File: src/core/tmr_pkg.sv
package tmr_pkg;

    // ****************************************
    // register addresses
    // ****************************************
    localparam logic [7:0] TMR_ADDR_CTRL = 8'h88;
    localparam logic [7:0] TMR_ADDR_MODE = 8'h89;
    localparam logic [7:0] TMR_ADDR_A_LO = 8'h8A;
    localparam logic [7:0] TMR_ADDR_B_LO = 8'h8B;
    localparam logic [7:0] TMR_ADDR_A_HI = 8'h8C;
    localparam logic [7:0] TMR_ADDR_B_HI = 8'h8D;

    // ****************************************
    // control register bit positions
    // ****************************************
    localparam int TMR_BIT_B_OVF = 7;
    localparam int TMR_BIT_B_RUN = 6;
    localparam int TMR_BIT_A_OVF = 5;
    localparam int TMR_BIT_A_RUN = 4;
    localparam int TMR_BIT_XB_FLAG = 3;
    localparam int TMR_BIT_XB_TYPE = 2;
    localparam int TMR_BIT_XA_FLAG = 1;
    localparam int TMR_BIT_XA_TYPE = 0;

    // ****************************************
    // mode register field positions
    // ****************************************
    localparam int TMR_MODE_A_LSB = 0;
    localparam int TMR_MODE_A_SRC = 2;
    localparam int TMR_MODE_A_GATE = 3;
    localparam int TMR_MODE_B_LSB = 4;
    localparam int TMR_MODE_B_SRC = 6;
    localparam int TMR_MODE_B_GATE = 7;

    // ****************************************
    // reset values
    // ****************************************
    localparam logic [7:0] TMR_CTRL_RST = 8'h00;
    localparam logic [7:0] TMR_MODE_RST = 8'h00;
    localparam logic [7:0] TMR_CNT_RST = 8'h00;

    // operating modes, encoding as in the mode field
    typedef enum logic [1:0] {
        TMR_MODE_13 = 2'h0,
        TMR_MODE_16 = 2'h1,
        TMR_MODE_RELOAD = 2'h2,
        TMR_MODE_SPLIT = 2'h3
    } tmr_mode_e;

    // ****************************************
    // carriers
    // ****************************************
    typedef struct packed {
        logic irqB;
        logic irqA;
        logic evtB;
        logic evtA;
    } tmr_pins_s;

    typedef struct packed {
        logic rdEn;
        logic wrEn;
        logic [7:0] addr;
        logic [7:0] wrData;
        logic bitWr;
        logic [2:0] bitIdx;
        logic bitVal;
    } tmr_sfr_req_s;

    typedef struct packed {
        logic extB;
        logic timerB;
        logic extA;
        logic timerA;
    } tmr_ack_s;

    typedef struct packed {
        logic ovf;
        logic [7:0] hi;
        logic [7:0] lo;
    } tmr_step_s;

    typedef struct packed {
        tmr_pins_s s1;
        tmr_pins_s s2;
    } tmr_sync_s;

    typedef struct packed {
        logic [7:0] ctrl;
        logic [7:0] mode;
        logic [7:0] aLo;
        logic [7:0] aHi;
        logic [7:0] bLo;
        logic [7:0] bHi;
        logic [7:0] rdData;
        logic bTick;
    } tmr_state_s;

    // active level of an interrupt pin under its polarity bit
    function automatic logic tmr_pin_active(input logic lvl, input logic pol);
        tmr_pin_active = ~(lvl ^ pol);
    endfunction

endpackage

File: src/core/tmr_sync.sv
`timescale 1ns/1ps
module tmr_sync (
    // clock and reset
    input wire logic mclk,
    input wire logic sys_rst,
    // raw pins and their synchronised copy
    input wire tmr_pkg::tmr_pins_s pinRaw,
    output tmr_pkg::tmr_pins_s pinSync
);
    import tmr_pkg::*;

    tmr_sync_s st_ff;
    tmr_sync_s nxt_st;

    // two stages; only the second stage leaves the module
    always_comb begin
        nxt_st = st_ff;
        nxt_st.s1 = pinRaw;
        nxt_st.s2 = st_ff.s1;
    end

    always_ff @(posedge mclk) begin
        if (sys_rst) begin
            st_ff <= '0;
        end else begin
            st_ff <= nxt_st;
        end
    end

    assign pinSync = st_ff.s2;
endmodule

File: src/core/tmr_edge_det.sv
`timescale 1ns/1ps
module tmr_edge_det (
    // clock and reset
    input wire logic mclk,
    input wire logic sys_rst,
    // synchronised levels in, one-cycle edge pulses out
    input wire tmr_pkg::tmr_pins_s lvl,
    output tmr_pkg::tmr_pins_s rise,
    output tmr_pkg::tmr_pins_s fall
);
    import tmr_pkg::*;

    tmr_pins_s prev_ff;
    tmr_pins_s nxt_prev;

    // previous level, the only state here
    always_comb begin
        nxt_prev = lvl;
    end

    always_ff @(posedge mclk) begin
        if (sys_rst) begin
            prev_ff <= '0;
        end else begin
            prev_ff <= nxt_prev;
        end
    end

    // a pin held low through reset gives no spurious fall
    assign rise = lvl & ~prev_ff;
    assign fall = ~lvl & prev_ff;
endmodule

File: src/core/tmr_split_timer.sv
`timescale 1ns/1ps
module tmr_split_timer (
    // clock and reset
    input wire logic mclk,
    input wire logic sys_rst,
    // special function register port
    input wire tmr_pkg::tmr_sfr_req_s sfrReq,
    output logic [7:0] sfrRdData,
    // pins: event inputs and external interrupt inputs
    input wire tmr_pkg::tmr_pins_s pinRaw,
    // polarity and clock source configuration
    input wire logic extIrqAPolarity,
    input wire logic extIrqBPolarity,
    input wire logic timerASysClk,
    input wire logic timerBSysClk,
    input wire logic prescaleTick,
    // vector acknowledges from the processor
    input wire tmr_pkg::tmr_ack_s vecAck,
    // interrupt requests and overflow tick
    output logic timerAIrq,
    output logic timerBIrq,
    output logic extIrqAReq,
    output logic extIrqBReq,
    output logic timerBOvfTick
);
    import tmr_pkg::*;

    // ****************************************
    // pin conditioning
    // ****************************************
    tmr_pins_s pinSync;
    tmr_pins_s pinRise;
    tmr_pins_s pinFall;

    tmr_sync u_sync (
        .mclk(mclk),
        .sys_rst(sys_rst),
        .pinRaw(pinRaw),
        .pinSync(pinSync)
    );

    tmr_edge_det u_edge (
        .mclk(mclk),
        .sys_rst(sys_rst),
        .lvl(pinSync),
        .rise(pinRise),
        .fall(pinFall)
    );

    // ****************************************
    // counting helpers
    // ****************************************
    // one increment of a timer in modes 0 to 2; mode 3 holds
    function automatic tmr_step_s tmr_step(input tmr_mode_e m, input logic [7:0] hi, input logic [7:0] lo);
        tmr_step_s r;
        logic [12:0] c13;
        logic [15:0] c16;
        logic [7:0] c8;
        r = '{ovf: 1'b0, hi: hi, lo: lo};
        c13 = {hi, lo[4:0]} + 13'h0001;
        c16 = {hi, lo} + 16'h0001;
        c8 = lo + 8'h01;
        unique case (m)
            TMR_MODE_13: begin
                r.ovf = &{hi, lo[4:0]};
                r.hi = c13[12:5];
                r.lo = {lo[7:5], c13[4:0]};
            end
            TMR_MODE_16: begin
                r.ovf = &{hi, lo};
                r.hi = c16[15:8];
                r.lo = c16[7:0];
            end
            TMR_MODE_RELOAD: begin
                r.ovf = &lo;
                r.lo = (&lo) ? hi : c8;
            end
            TMR_MODE_SPLIT: begin
                r.ovf = 1'b0;
            end
        endcase
        return r;
    endfunction

    // register read mux; unmapped addresses read zero
    function automatic logic [7:0] tmr_read(input tmr_state_s s, input logic [7:0] a);
        logic [7:0] d;
        d = 8'h00;
        if (a == TMR_ADDR_CTRL) d = s.ctrl;
        if (a == TMR_ADDR_MODE) d = s.mode;
        if (a == TMR_ADDR_A_LO) d = s.aLo;
        if (a == TMR_ADDR_A_HI) d = s.aHi;
        if (a == TMR_ADDR_B_LO) d = s.bLo;
        if (a == TMR_ADDR_B_HI) d = s.bHi;
        return d;
    endfunction

    tmr_state_s st_ff;
    tmr_state_s nxt_st;

    // ****************************************
    // decode of modes, sources and gates
    // ****************************************
    tmr_mode_e modeA;
    tmr_mode_e modeB;
    logic split;
    logic actA;
    logic actB;
    logic edgeA;
    logic edgeB;
    logic intTickA;
    logic intTickB;
    logic lowTick;
    logic hiTick;
    logic bTick;
    logic lowOvf;
    logic hiOvf;
    logic bOvf;
    tmr_step_s stepA;
    tmr_step_s stepB;
    logic wrCtrl;
    logic wrAnyA;
    logic wrAnyB;

    assign modeA = tmr_mode_e'(st_ff.mode[TMR_MODE_A_LSB +: 2]);
    assign modeB = tmr_mode_e'(st_ff.mode[TMR_MODE_B_LSB +: 2]);
    assign split = (modeA == TMR_MODE_SPLIT);
    // polarity picks the active level and edge
    assign actA = tmr_pin_active(pinSync.irqA, extIrqAPolarity);
    assign actB = tmr_pin_active(pinSync.irqB, extIrqBPolarity);
    assign edgeA = extIrqAPolarity ? pinRise.irqA : pinFall.irqA;
    assign edgeB = extIrqBPolarity ? pinRise.irqB : pinFall.irqB;
    assign intTickA = timerASysClk | prescaleTick;
    assign intTickB = timerBSysClk | prescaleTick;
    // low byte source, run and gate
    assign lowTick = st_ff.ctrl[TMR_BIT_A_RUN] & (~st_ff.mode[TMR_MODE_A_GATE] | actA)
        & (st_ff.mode[TMR_MODE_A_SRC] ? pinFall.evtA : intTickA);
    // high byte: internal clock, timer B run bit
    assign hiTick = split & st_ff.ctrl[TMR_BIT_B_RUN] & intTickA;
    // timer B run: mode field in split, else run and gate
    assign bTick = (modeB != TMR_MODE_SPLIT)
        & (split ? intTickB : (st_ff.ctrl[TMR_BIT_B_RUN] & (~st_ff.mode[TMR_MODE_B_GATE] | actB)
        & (st_ff.mode[TMR_MODE_B_SRC] ? pinFall.evtB : intTickB)));
    assign stepA = tmr_step(modeA, st_ff.aHi, st_ff.aLo);
    assign stepB = tmr_step(modeB, st_ff.bHi, st_ff.bLo);
    assign lowOvf = lowTick & (split ? (&st_ff.aLo) : stepA.ovf);
    assign hiOvf = hiTick & (&st_ff.aHi);
    assign bOvf = bTick & stepB.ovf;
    assign wrCtrl = sfrReq.wrEn & (sfrReq.addr == TMR_ADDR_CTRL);
    assign wrAnyA = sfrReq.wrEn & ((sfrReq.addr == TMR_ADDR_A_LO) | (sfrReq.addr == TMR_ADDR_A_HI));
    assign wrAnyB = sfrReq.wrEn & ((sfrReq.addr == TMR_ADDR_B_LO) | (sfrReq.addr == TMR_ADDR_B_HI));

    // ****************************************
    // next state
    // ****************************************
    // order: count, software write, vector clear, hardware set;
    // so a flag event in the clearing cycle is never lost
    always_comb begin
        nxt_st = st_ff;
        nxt_st.bTick = bOvf;
        // two byte counters in split, one timer otherwise
        if (split) begin
            if (lowTick) nxt_st.aLo = st_ff.aLo + 8'h01;
            if (hiTick) nxt_st.aHi = st_ff.aHi + 8'h01;
        end else if (lowTick) begin
            nxt_st.aLo = stepA.lo;
            nxt_st.aHi = stepA.hi;
        end
        // mode 3 gives no tick, count holds
        if (bTick) begin
            nxt_st.bLo = stepB.lo;
            nxt_st.bHi = stepB.hi;
        end
        if (sfrReq.wrEn) begin
            if (sfrReq.addr == TMR_ADDR_MODE) nxt_st.mode = sfrReq.wrData;
            if (sfrReq.addr == TMR_ADDR_A_LO) nxt_st.aLo = sfrReq.wrData;
            if (sfrReq.addr == TMR_ADDR_A_HI) nxt_st.aHi = sfrReq.wrData;
            if (sfrReq.addr == TMR_ADDR_B_LO) nxt_st.bLo = sfrReq.wrData;
            if (sfrReq.addr == TMR_ADDR_B_HI) nxt_st.bHi = sfrReq.wrData;
        end
        // whole-byte write of the control byte
        if (wrCtrl) nxt_st.ctrl = sfrReq.wrData;
        // bit write touches one bit only
        if (sfrReq.bitWr) nxt_st.ctrl[sfrReq.bitIdx] = sfrReq.bitVal;
        if (vecAck.timerA) nxt_st.ctrl[TMR_BIT_A_OVF] = 1'b0;
        if (vecAck.timerB) nxt_st.ctrl[TMR_BIT_B_OVF] = 1'b0;
        // vector clears only edge-type irq flags
        if (vecAck.extA & st_ff.ctrl[TMR_BIT_XA_TYPE]) nxt_st.ctrl[TMR_BIT_XA_FLAG] = 1'b0;
        if (vecAck.extB & st_ff.ctrl[TMR_BIT_XB_TYPE]) nxt_st.ctrl[TMR_BIT_XB_FLAG] = 1'b0;
        // timer A overflow sets its flag
        if (lowOvf) nxt_st.ctrl[TMR_BIT_A_OVF] = 1'b1;
        // in split only the high byte sets the B flag
        if (split ? hiOvf : bOvf) nxt_st.ctrl[TMR_BIT_B_OVF] = 1'b1;
        // edge latches, level follows the pin
        if (st_ff.ctrl[TMR_BIT_XA_TYPE]) begin
            if (edgeA) nxt_st.ctrl[TMR_BIT_XA_FLAG] = 1'b1;
        end else begin
            nxt_st.ctrl[TMR_BIT_XA_FLAG] = actA;
        end
        if (st_ff.ctrl[TMR_BIT_XB_TYPE]) begin
            if (edgeB) nxt_st.ctrl[TMR_BIT_XB_FLAG] = 1'b1;
        end else begin
            nxt_st.ctrl[TMR_BIT_XB_FLAG] = actB;
        end
        // read data stands for one cycle after the strobe
        nxt_st.rdData = sfrReq.rdEn ? tmr_read(st_ff, sfrReq.addr) : 8'h00;
    end

    // ****************************************
    // state register
    // ****************************************
    always_ff @(posedge mclk) begin
        if (sys_rst) begin
            st_ff <= '{ctrl: TMR_CTRL_RST, mode: TMR_MODE_RST, aLo: TMR_CNT_RST, aHi: TMR_CNT_RST,
                bLo: TMR_CNT_RST, bHi: TMR_CNT_RST, rdData: 8'h00, bTick: 1'b0};
        end else begin
            st_ff <= nxt_st;
        end
    end

    // outputs all come from the state register
    assign sfrRdData = st_ff.rdData;
    assign timerAIrq = st_ff.ctrl[TMR_BIT_A_OVF];
    assign timerBIrq = st_ff.ctrl[TMR_BIT_B_OVF];
    assign extIrqAReq = st_ff.ctrl[TMR_BIT_XA_FLAG];
    assign extIrqBReq = st_ff.ctrl[TMR_BIT_XB_FLAG];
    // tick keeps flowing while the B flag is blocked
    assign timerBOvfTick = st_ff.bTick;

    logic quietCtrl;
    assign quietCtrl = ~wrCtrl & ~sfrReq.bitWr;
endmodule

File: config.mk
export PLATFORM = sky130hd
export DESIGN_NAME = tmr_split_timer
export DESIGN_NICKNAME = d
export VERILOG_FILES = /design/src/core/tmr_pkg.sv /design/src/core/tmr_sync.sv /design/src/core/tmr_edge_det.sv /design/src/core/tmr_split_timer.sv
export SDC_FILE = /design/constraint.sdc
export NUM_CORES = 1
export LEC_CHECK = 0
export ABC_CLOCK_PERIOD_IN_PS = 1980
export BUFFER_PORTS_ARGS = -buffer_cell sky130_fd_sc_hd__buf_4
export CORE_MARGIN = 5
export CORE_UTILIZATION = 56
export CTS_BUF_LIST = sky130_fd_sc_hd__clkbuf_4
export CTS_CLUSTER_DIAMETER = 40
export DETAILED_ROUTE_END_ITERATION = 10
export PLACE_DENSITY = 0.88
export SYNTH_ARGS = -nofsm -noshare
export SYNTH_HDL_FRONTEND = slang
export SYNTH_SLANG_ARGS = --single-unit
File: constraint.sdc
create_clock -name mclk -period 1.98 [get_ports mclk]
set_input_delay 0.198 -clock mclk [delete_from_list [all_inputs] [get_ports mclk]]
set_output_delay 0.198 -clock mclk [all_outputs]
set_load 0.01 [all_outputs]
==> results of run 1 <==
==> layout by cell type, fill, tap and decap left out, types with 4 or more instances in the layout <==
cell and n:
a211oi_1 24, a21o_1 4, a21oi_1 36, a221o_1 9, a31oi_1 12, and2_1 4
and3_1 10, buf_4 114, clkbuf_4 9, clkinv_4 4, dfxtp_1 67, dlygate4sd3_1 4
ha_1 6, inv_1 8, mux2i_1 20, nand2_1 59, nand2b_1 13, nand3_1 12
nand3_2 4, nand4_1 4, nor2_1 61, nor2b_1 15, nor3_1 22, nor3b_1 5
o211ai_1 15, o21a_1 4, o21ai_0 18, o21bai_1 13, o22ai_1 15, o31ai_1 4
xnor2_1 11, xor2_1 7
==> through the flow <==
| stage | TNS (ps) | setup slack, ps | area (um2) |
|---|---|---|---|
| global route | 0 | 8.448 | 5812 |
| finish | 0 | 77.37 | 5812 |
| floorplan | 0 | 74.42 | 4855 |
| CTS | 0 | 3.710 | 5733 |
| global placement | -3.577 | -3.577 | 5568 |
| detailed placement | -76.16 | -39.84 | 5568 |
==> critical path: stages, from the launching register on <==
cell and delay (ps):
dfxtp_2 380, ha_4 180, nand2b_4 140, a32oi_4 260, o211ai_4 130, or4_4 520, o22ai_1 190
==> logic make-up (layout without fill, tap and decap cells) <==
kind of cell / after synthesis / in the layout / synth area share [%]
adder cells (fa/ha/maj): 9 / 9 / 2.320
AO/OA/AOI/OAI: 192 / 192 / 28.30
XOR/XNOR: 18 / 18 / 3.247
buffers and inverters: 64 / 145 / 6.263
multiplexers: 21 / 21 / 4.356
flip-flops: 69 / 69 / 28.45
AND/OR/NAND/NOR: 245 / 245 / 27.06
==> layer usage <==
layer	vias up	part of all wire [%]	wire [um]
met2	387	44	7029
met3	73	12	1986
met1	2459	39	6281
li1	2417	-	-
met5	-	0	0
met4	0	5.1	828
==> state kept, by name, indices dropped and copies added, names as in the netlist <==
signal and count:
extIrqBReq 1, timerBIrq 1, u_sync.nxt_st 4, u_edge.prev_ff 4, timerBOvfTick 1, extIrqAReq 1
u_sync.pinSync 4, sfrRdData 8, st_ff 40, timerAIrq 1, modeB 2, modeA 2
==> timing repair <==
item	CTS	global route
setup buffers	0	2
pin swaps	0	2
endpoints found under the hold margin	4	0
setup endpoints to repair	9	20
gates resized for setup	3	15
hold buffers	4	0
==> worst max path at each step <==
| stage | start | end | slack, ps | cells after the start |
|---|---|---|---|---|
| global route | st_ff[10] | st_ff[16] | 8 | 6 |
| global placement | modeA[0] | st_ff[17] | -4 | 8 |
| CTS | st_ff[34] | st_ff[35] | 4 | 7 |
| detailed placement | modeA[0] | st_ff[15] | -40 | 6 |
| finish | modeA[1] | st_ff[15] | 80 | 6 |
| floorplan | modeA[0] | st_ff[14] | 70 | 7 |
==> power groups by stage <==
stage	clock [mW]	combinational (mW)	sequential, mW
after floorplan	0	0.182	1.46
after global placement	0	0.337	1.46
final	0.848	0.365	1.43
after CTS	0.849	0.353	1.43
after global routing	0.914	0.388	1.43
after detailed placement	0	0.346	1.46
==> layout make-up <==
class | instances | area (um2) | area share (%)
Multi-Input combinational cell | 485 | 3236 | 55.67
Sequential cell | 69 | 1384 | 23.81
Timing Repair Buffer | 118 | 895.9 | 15.41
Tap cell | 108 | 135.1 | 2.325
Clock buffer | 9 | 67.56 | 1.163
Clock inverter | 7 | 52.55 | 0.9042
Inverter | 11 | 41.29 | 0.7104
==> reports/qor.csv, run 1 <==
stage,metric,value,unit
finish,layout.nets,741,
global_routing,grt_pass1_vias,4826,
detailed_routing,via_per_inst,6.612,
detailed_routing,drtIter0Drc,620,
power,p_per_area,455.0,nW/um2
logic_synthesis,synth_area_per_cell,7.855,um2
floorplanning,io_pins,51,
sta,fin_worst_skew,22.82,ps
cts,cts_sinks,69,
power,switchingPower,0.8074,mW
sta,finalHoldViolations,0,
logic_synthesis,yosysUniqueCellTypes,82,
detailed_routing,drcViolationCount,0,
critical_path,worst-endpoint-required,2340,ps
place,dp_hpwl,12.01,mm
floorplanning,die_h,103.1,um
finish,n_antenna_cell,0,
detailed_routing,routed_wirelength,16.13,mm
place,globalplace.congestion,1.037,
logic_synthesis,synth_flop_cell,dfxtp_1,
job,max_cap_violations,0,
cts,cts_tree,built,
hold_path,min_to,extIrqBReq,
logic_synthesis,synth_cells,618,
cts,numCtsBuffers,9,
floorplanning,die_area,10630,um2
logic_synthesis,synth-edff-count,0,
logic_synthesis,synth_most_common_cell,dfxtp_1,
logic_synthesis,async_reset_ff_share,0,%
cts,clk_pin_slew,140,ps
hold_path,holdPathStages,4,
logic_synthesis,yosys_register_bits,69,
sta,worst_slew_pin_slew,540.7,ps
finish,final_util,67.63,%
global_routing,grt_pass1_wl,25.14,mm
hold_path,hold_path.class,in2reg,
sta,setup_viol,0,
floorplanning,rows,34,
floorplanning,fp.dieW,103.1,um
logic_synthesis,synthTopCellsByArea,"dfxtp_1, nor2_1, nand2_1, mux2i_1, a21oi_1",
sta,fmax,525.6,MHz
sta,whs,17.41,ps
cts,htree_levels,3,
power,seq_power_share,54.1,%
finish,n_fill_cell,715,
finish,drive_gt1_share,25.32,%
detailed_routing,wl_per_cell,19.98,um
critical_path,r2r-end,st_ff[15],
power,pwr-share-clk,32.1,%
global_routing,top_usage_layer,met2,
global_routing,overflow,0,
sta,fin_crit_sh,96.09,%
critical_path,path_max_fanout,6,
sta,slew_violations,0,
place,port_buffers,50,
critical_path,reg2reg_depth,6,
power,vdd_drop_max,0.3577,mV
power,intPower,1.837,mW
global_routing,grt_max_degree,31,
cts,root_buffer,clkbuf_4,
power,swShare,30.53,%
finish,area_delta_synth_final,19.72,%
logic_synthesis,synth_top_cell_by_area,dfxtp_1,
logic_synthesis,yosysWarnings,0,
logic_synthesis,synth-seq-area-share,28.45,%
global_routing,grt_use_met2,45.49,%
detailed_routing,num_vias,5336,
sta,rsz0062_at_grt,false,
status,status,"finished, final reports clean",
power,power_leakage,2.225,nW
global_routing,grt_use_total,30.31,%
floorplanning,initial_core_util,56.49,%
place,dp_cells,785,
global_routing,grtUsageMet1,41.90,%
cts,clockBufferDepth,2,
finish,final_cell_count_no_fill,807,
power,p_total,2.644,mW
logic_synthesis,synth_area,4855,um2
sta,final.min_clock_period,1903,ps
critical_path,rrSetupSlack,80,ps
critical_path,setup.worst_path.class,reg2reg,
logic_synthesis,syn_nets,665,
power,combPwrFrac,13.8,%
detailed_routing,final_antenna_net_count,0,
global_routing,antenna_found_initial,0,
detailed_routing,first_pass_iters,6,
global_routing,use_met3,5.413,%
sta,maxSlewHeadroom,63.62,%
logic_synthesis,yosysTopAreaCellShare,28.45,%
hold_path,hold_start,vecAck[3],
critical_path,end_kind,flop,
logic_synthesis,synth_common_cells,"dfxtp_1, nor2_1, nand2_1",
cts,clkLatencyLatePin,440,ps
critical_path,crit_path_start_kind,flop,
critical_path,cp.arrival,2260,ps
critical_path,worstReg2RegStart,modeA[1],
floorplanning,core,8593,um2
(Power assumes the default switching activity.)
==> inputs of run 2 (changes only) <==
--- a/config.mk
+++ b/config.mk
@@ -7,12 +7,14 @@
 export LEC_CHECK = 0
 export ABC_CLOCK_PERIOD_IN_PS = 1980
 export BUFFER_PORTS_ARGS = -buffer_cell sky130_fd_sc_hd__buf_4
+export CORE_ASPECT_RATIO = 1.75
 export CORE_MARGIN = 5
 export CORE_UTILIZATION = 56
 export CTS_BUF_LIST = sky130_fd_sc_hd__clkbuf_4
 export CTS_CLUSTER_DIAMETER = 40
 export DETAILED_ROUTE_END_ITERATION = 10
 export PLACE_DENSITY = 0.88
+export SKIP_LAST_GASP = 1
 export SYNTH_ARGS = -nofsm -noshare
 export SYNTH_HDL_FRONTEND = slang
 export SYNTH_SLANG_ARGS = --single-unit
==> run 2 against run 1 <==
Against the previous run: critical path depth grew 2; setup slack got worse by 9.9 ps; combinational power shrank 2%; critical path type unchanged; routed wire length rose by 4.8%; non-clock buffer count did not move; clock power is 11% higher; critical endpoint is now st_ff[35]; power increased by 3.6%; via count shrank 2.9%.
==> reports/qor.csv, run 2 (synthesis results as in run 1) <==
stage,metric,value,unit
power,seq_power_share,52.4,%
cts,clk_pin_slew,130,ps
global_routing,overflow,0,
critical_path,rrSetupSlack,70,ps
sta,rsz0062_at_grt,true,
critical_path,cp.depth,8,
place,port_buffers,50,
detailed_routing,drtIter0Drc,380,
critical_path,crit_buf_inv,2,
finish,area_delta_synth_final,21.80,%
job,max_cap_violations,0,
global_routing,grt_pass1_wl,26.37,mm
cts,clockBufferDepth,2,
critical_path,reg2reg_depth,8,
detailed_routing,final_antenna_net_count,0,
finish,layout.nets,741,
sta,setup_viol,0,
detailed_routing,routed_wirelength,16.89,mm
floorplanning,initial_core_util,56.73,%
critical_path,setup.worst_path.start,st_ff[33],
sta,fmax,522.9,MHz
global_routing,antenna_found_initial,1,
power,power_leakage,2.238,nW
power,intPower,1.960,mW
sta,setup_ws,67.48,ps
detailed_routing,wl_per_cell,20.68,um
sta,final.min_clock_period,1913,ps
power,p_per_area,463.4,nW/um2
critical_path,end_kind,flop,
power,switchingPower,0.7805,mW
power,p_total,2.740,mW
critical_path,crit_path_start_kind,flop,
finish,drive_gt1_share,25.89,%
finish,final_cell_count_no_fill,817,
critical_path,path_max_fanout,6,
critical_path,crit_path_frequent_cell,buf_4,
global_routing,grt_use_total,32.24,%
floorplanning,rows,45,
power,combPwrFrac,13.1,%
place,globalplace.congestion,0.9865,
detailed_routing,drcViolationCount,0,
power,vdd_drop_max,0.3431,mV
critical_path,cp.arrival,2290,ps
critical_path,path_delay_family,simple AND/OR/NAND/NOR gates,
critical_path,cp-endpoint,st_ff[35],
detailed_routing,num_vias,5181,
detailed_routing,first_pass_iters,5,
critical_path,path_cells,ha_4 > nand4_4 > buf_4 > nor4b_4 > buf_4 > a21oi_1 > o211a_1 > nor3_1,
place,dp_cells,795,
cts,cts_tree,built,
sta,fin_crit_sh,96.59,%
finish,layout_commonest_cell,buf_4,
floorplanning,die_h,133.2,um
floorplanning,die_area,10700,um2
critical_path,worst-endpoint-required,2360,ps
cts,clkLatencyLatePin,450,ps
power,swShare,28.48,%
sta,worst_slew_pin_slew,498.8,ps
critical_path,slowest_stage,dfxtp_1,
floorplanning,io_pins,51,
finish,final_util,69.09,%
critical_path,worstReg2RegStart,st_ff[33],
cts,root_buffer,clkbuf_4,
sta,maxSlewHeadroom,66.60,%
detailed_routing,via_per_inst,6.341,
finish,final_cell_mix,"buf_4, dfxtp_1, nor2_1",
sta,setup_tns,0,ps
critical_path,setup.worst_path.class,reg2reg,
global_routing,grt_max_degree,54,
critical_path,r2r-end,st_ff[35],
place,dp_hpwl,13.07,mm
power,pwr-share-clk,34.5,%
sta,slew_violations,0,
finish,largest_reg_flops,40,
cts,cts_sinks,69,
floorplanning,fp.dieW,80.38,um
cts,numCtsBuffers,9,
status,status,"finished, final reports clean",
floorplanning,core,8558,um2
sta,fin_worst_skew,14.81,ps
place,pre_cts_ws,-70.45,ps
hold_path,hold_path.class,in2reg,
critical_path,cp_slowest_stage_delay,400,ps
cts,htree_levels,3,
sta,finalHoldViolations,0,
finish,regMostFlops,st_ff,
global_routing,grt_pass1_vias,5222,
[run 2: worst register-to-register path: cells and delay by family, from the launching register on]
| family | cells | cell delay [ps] |
|---|---|---|
| adders and majority gates | 1 | 190 |
| AOI/OAI and AO/OA | 2 | 290 |
| buffers and inverters | 2 | 400 |
| and+or+nand+nor | 3 | 560 |
| DFF | 1 | 400 |
[run 2: per-stage QoR]
stage	area (um2)	hold slack, ps
6_report	5913	28.02
5_1_grt	5913	45.66
4_1_cts	5791	4.312
3_5_place_dp	5599	423.1
3_3_place_gp	5599	410.2
2_1_floorplan	4855	326.2
[run 2: area by class of cell]
cell class	instances	area, um2
well taps	117	146.4
clock buffers	9	67.56
multi-input cells	485	3278
fillers	746	2645
repair buffers	118	912.1
clock inverters	7	75.07
flip-flops and latches	69	1390
inverters	11	41.29
diodes	1	2.502
[run 2: worst min-delay path by stage]
| stage | start | end | slack [ps] | cells past startpoint |
|---|---|---|---|---|
| 4_1_cts | vecAck[3] | extIrqBReq | 4 | 4 |
| 3_3_place_gp | pinRaw[3] | u_sync.nxt_st[3] | 410 | 2 |
| 5_1_grt | sfrReq[0] | st_ff[51] | 50 | 3 |
| 3_5_place_dp | pinRaw[2] | u_sync.nxt_st[2] | 420 | 2 |
| 2_1_floorplan | pinRaw[0] | u_sync.nxt_st[0] | 330 | 1 |
| 6_report | vecAck[3] | extIrqBReq | 30 | 4 |
[run 2: what timing repair did]
| item | 4_1_cts | 5_1_grt |
|---|---|---|
| hold buffers | 4 | 0 |
| setup endpoints to repair | 16 | 26 |
| hold endpoints to repair | 4 | 0 |
| gates resized for setup | 3 | 24 |
| setup buffers | 0 | 1 |
| pin swaps | 0 | 1 |
[run 2: power by group through the flow]
stage / registers (mW) / logic [mW] / clock network, mW
after global routing: 1.44 / 0.380 / 1.03
after floorplan: 1.46 / 0.182 / 0
final: 1.44 / 0.359 / 0.945
after CTS: 1.43 / 0.345 / 0.967
after detailed placement: 1.47 / 0.338 / 0
after global placement: 1.46 / 0.331 / 0
[run 2: routing by layer]
metal  part of all wire [%]  global-route usage [%]  vias to the layer above
met5                      0                       0                        -
met4                    9.8                   28.01                        0
met3                    5.9                   5.074                      115
met2                     50                   54.98                      229
met1                     35                   32.99                     2411
li1                       -                       -                     2426
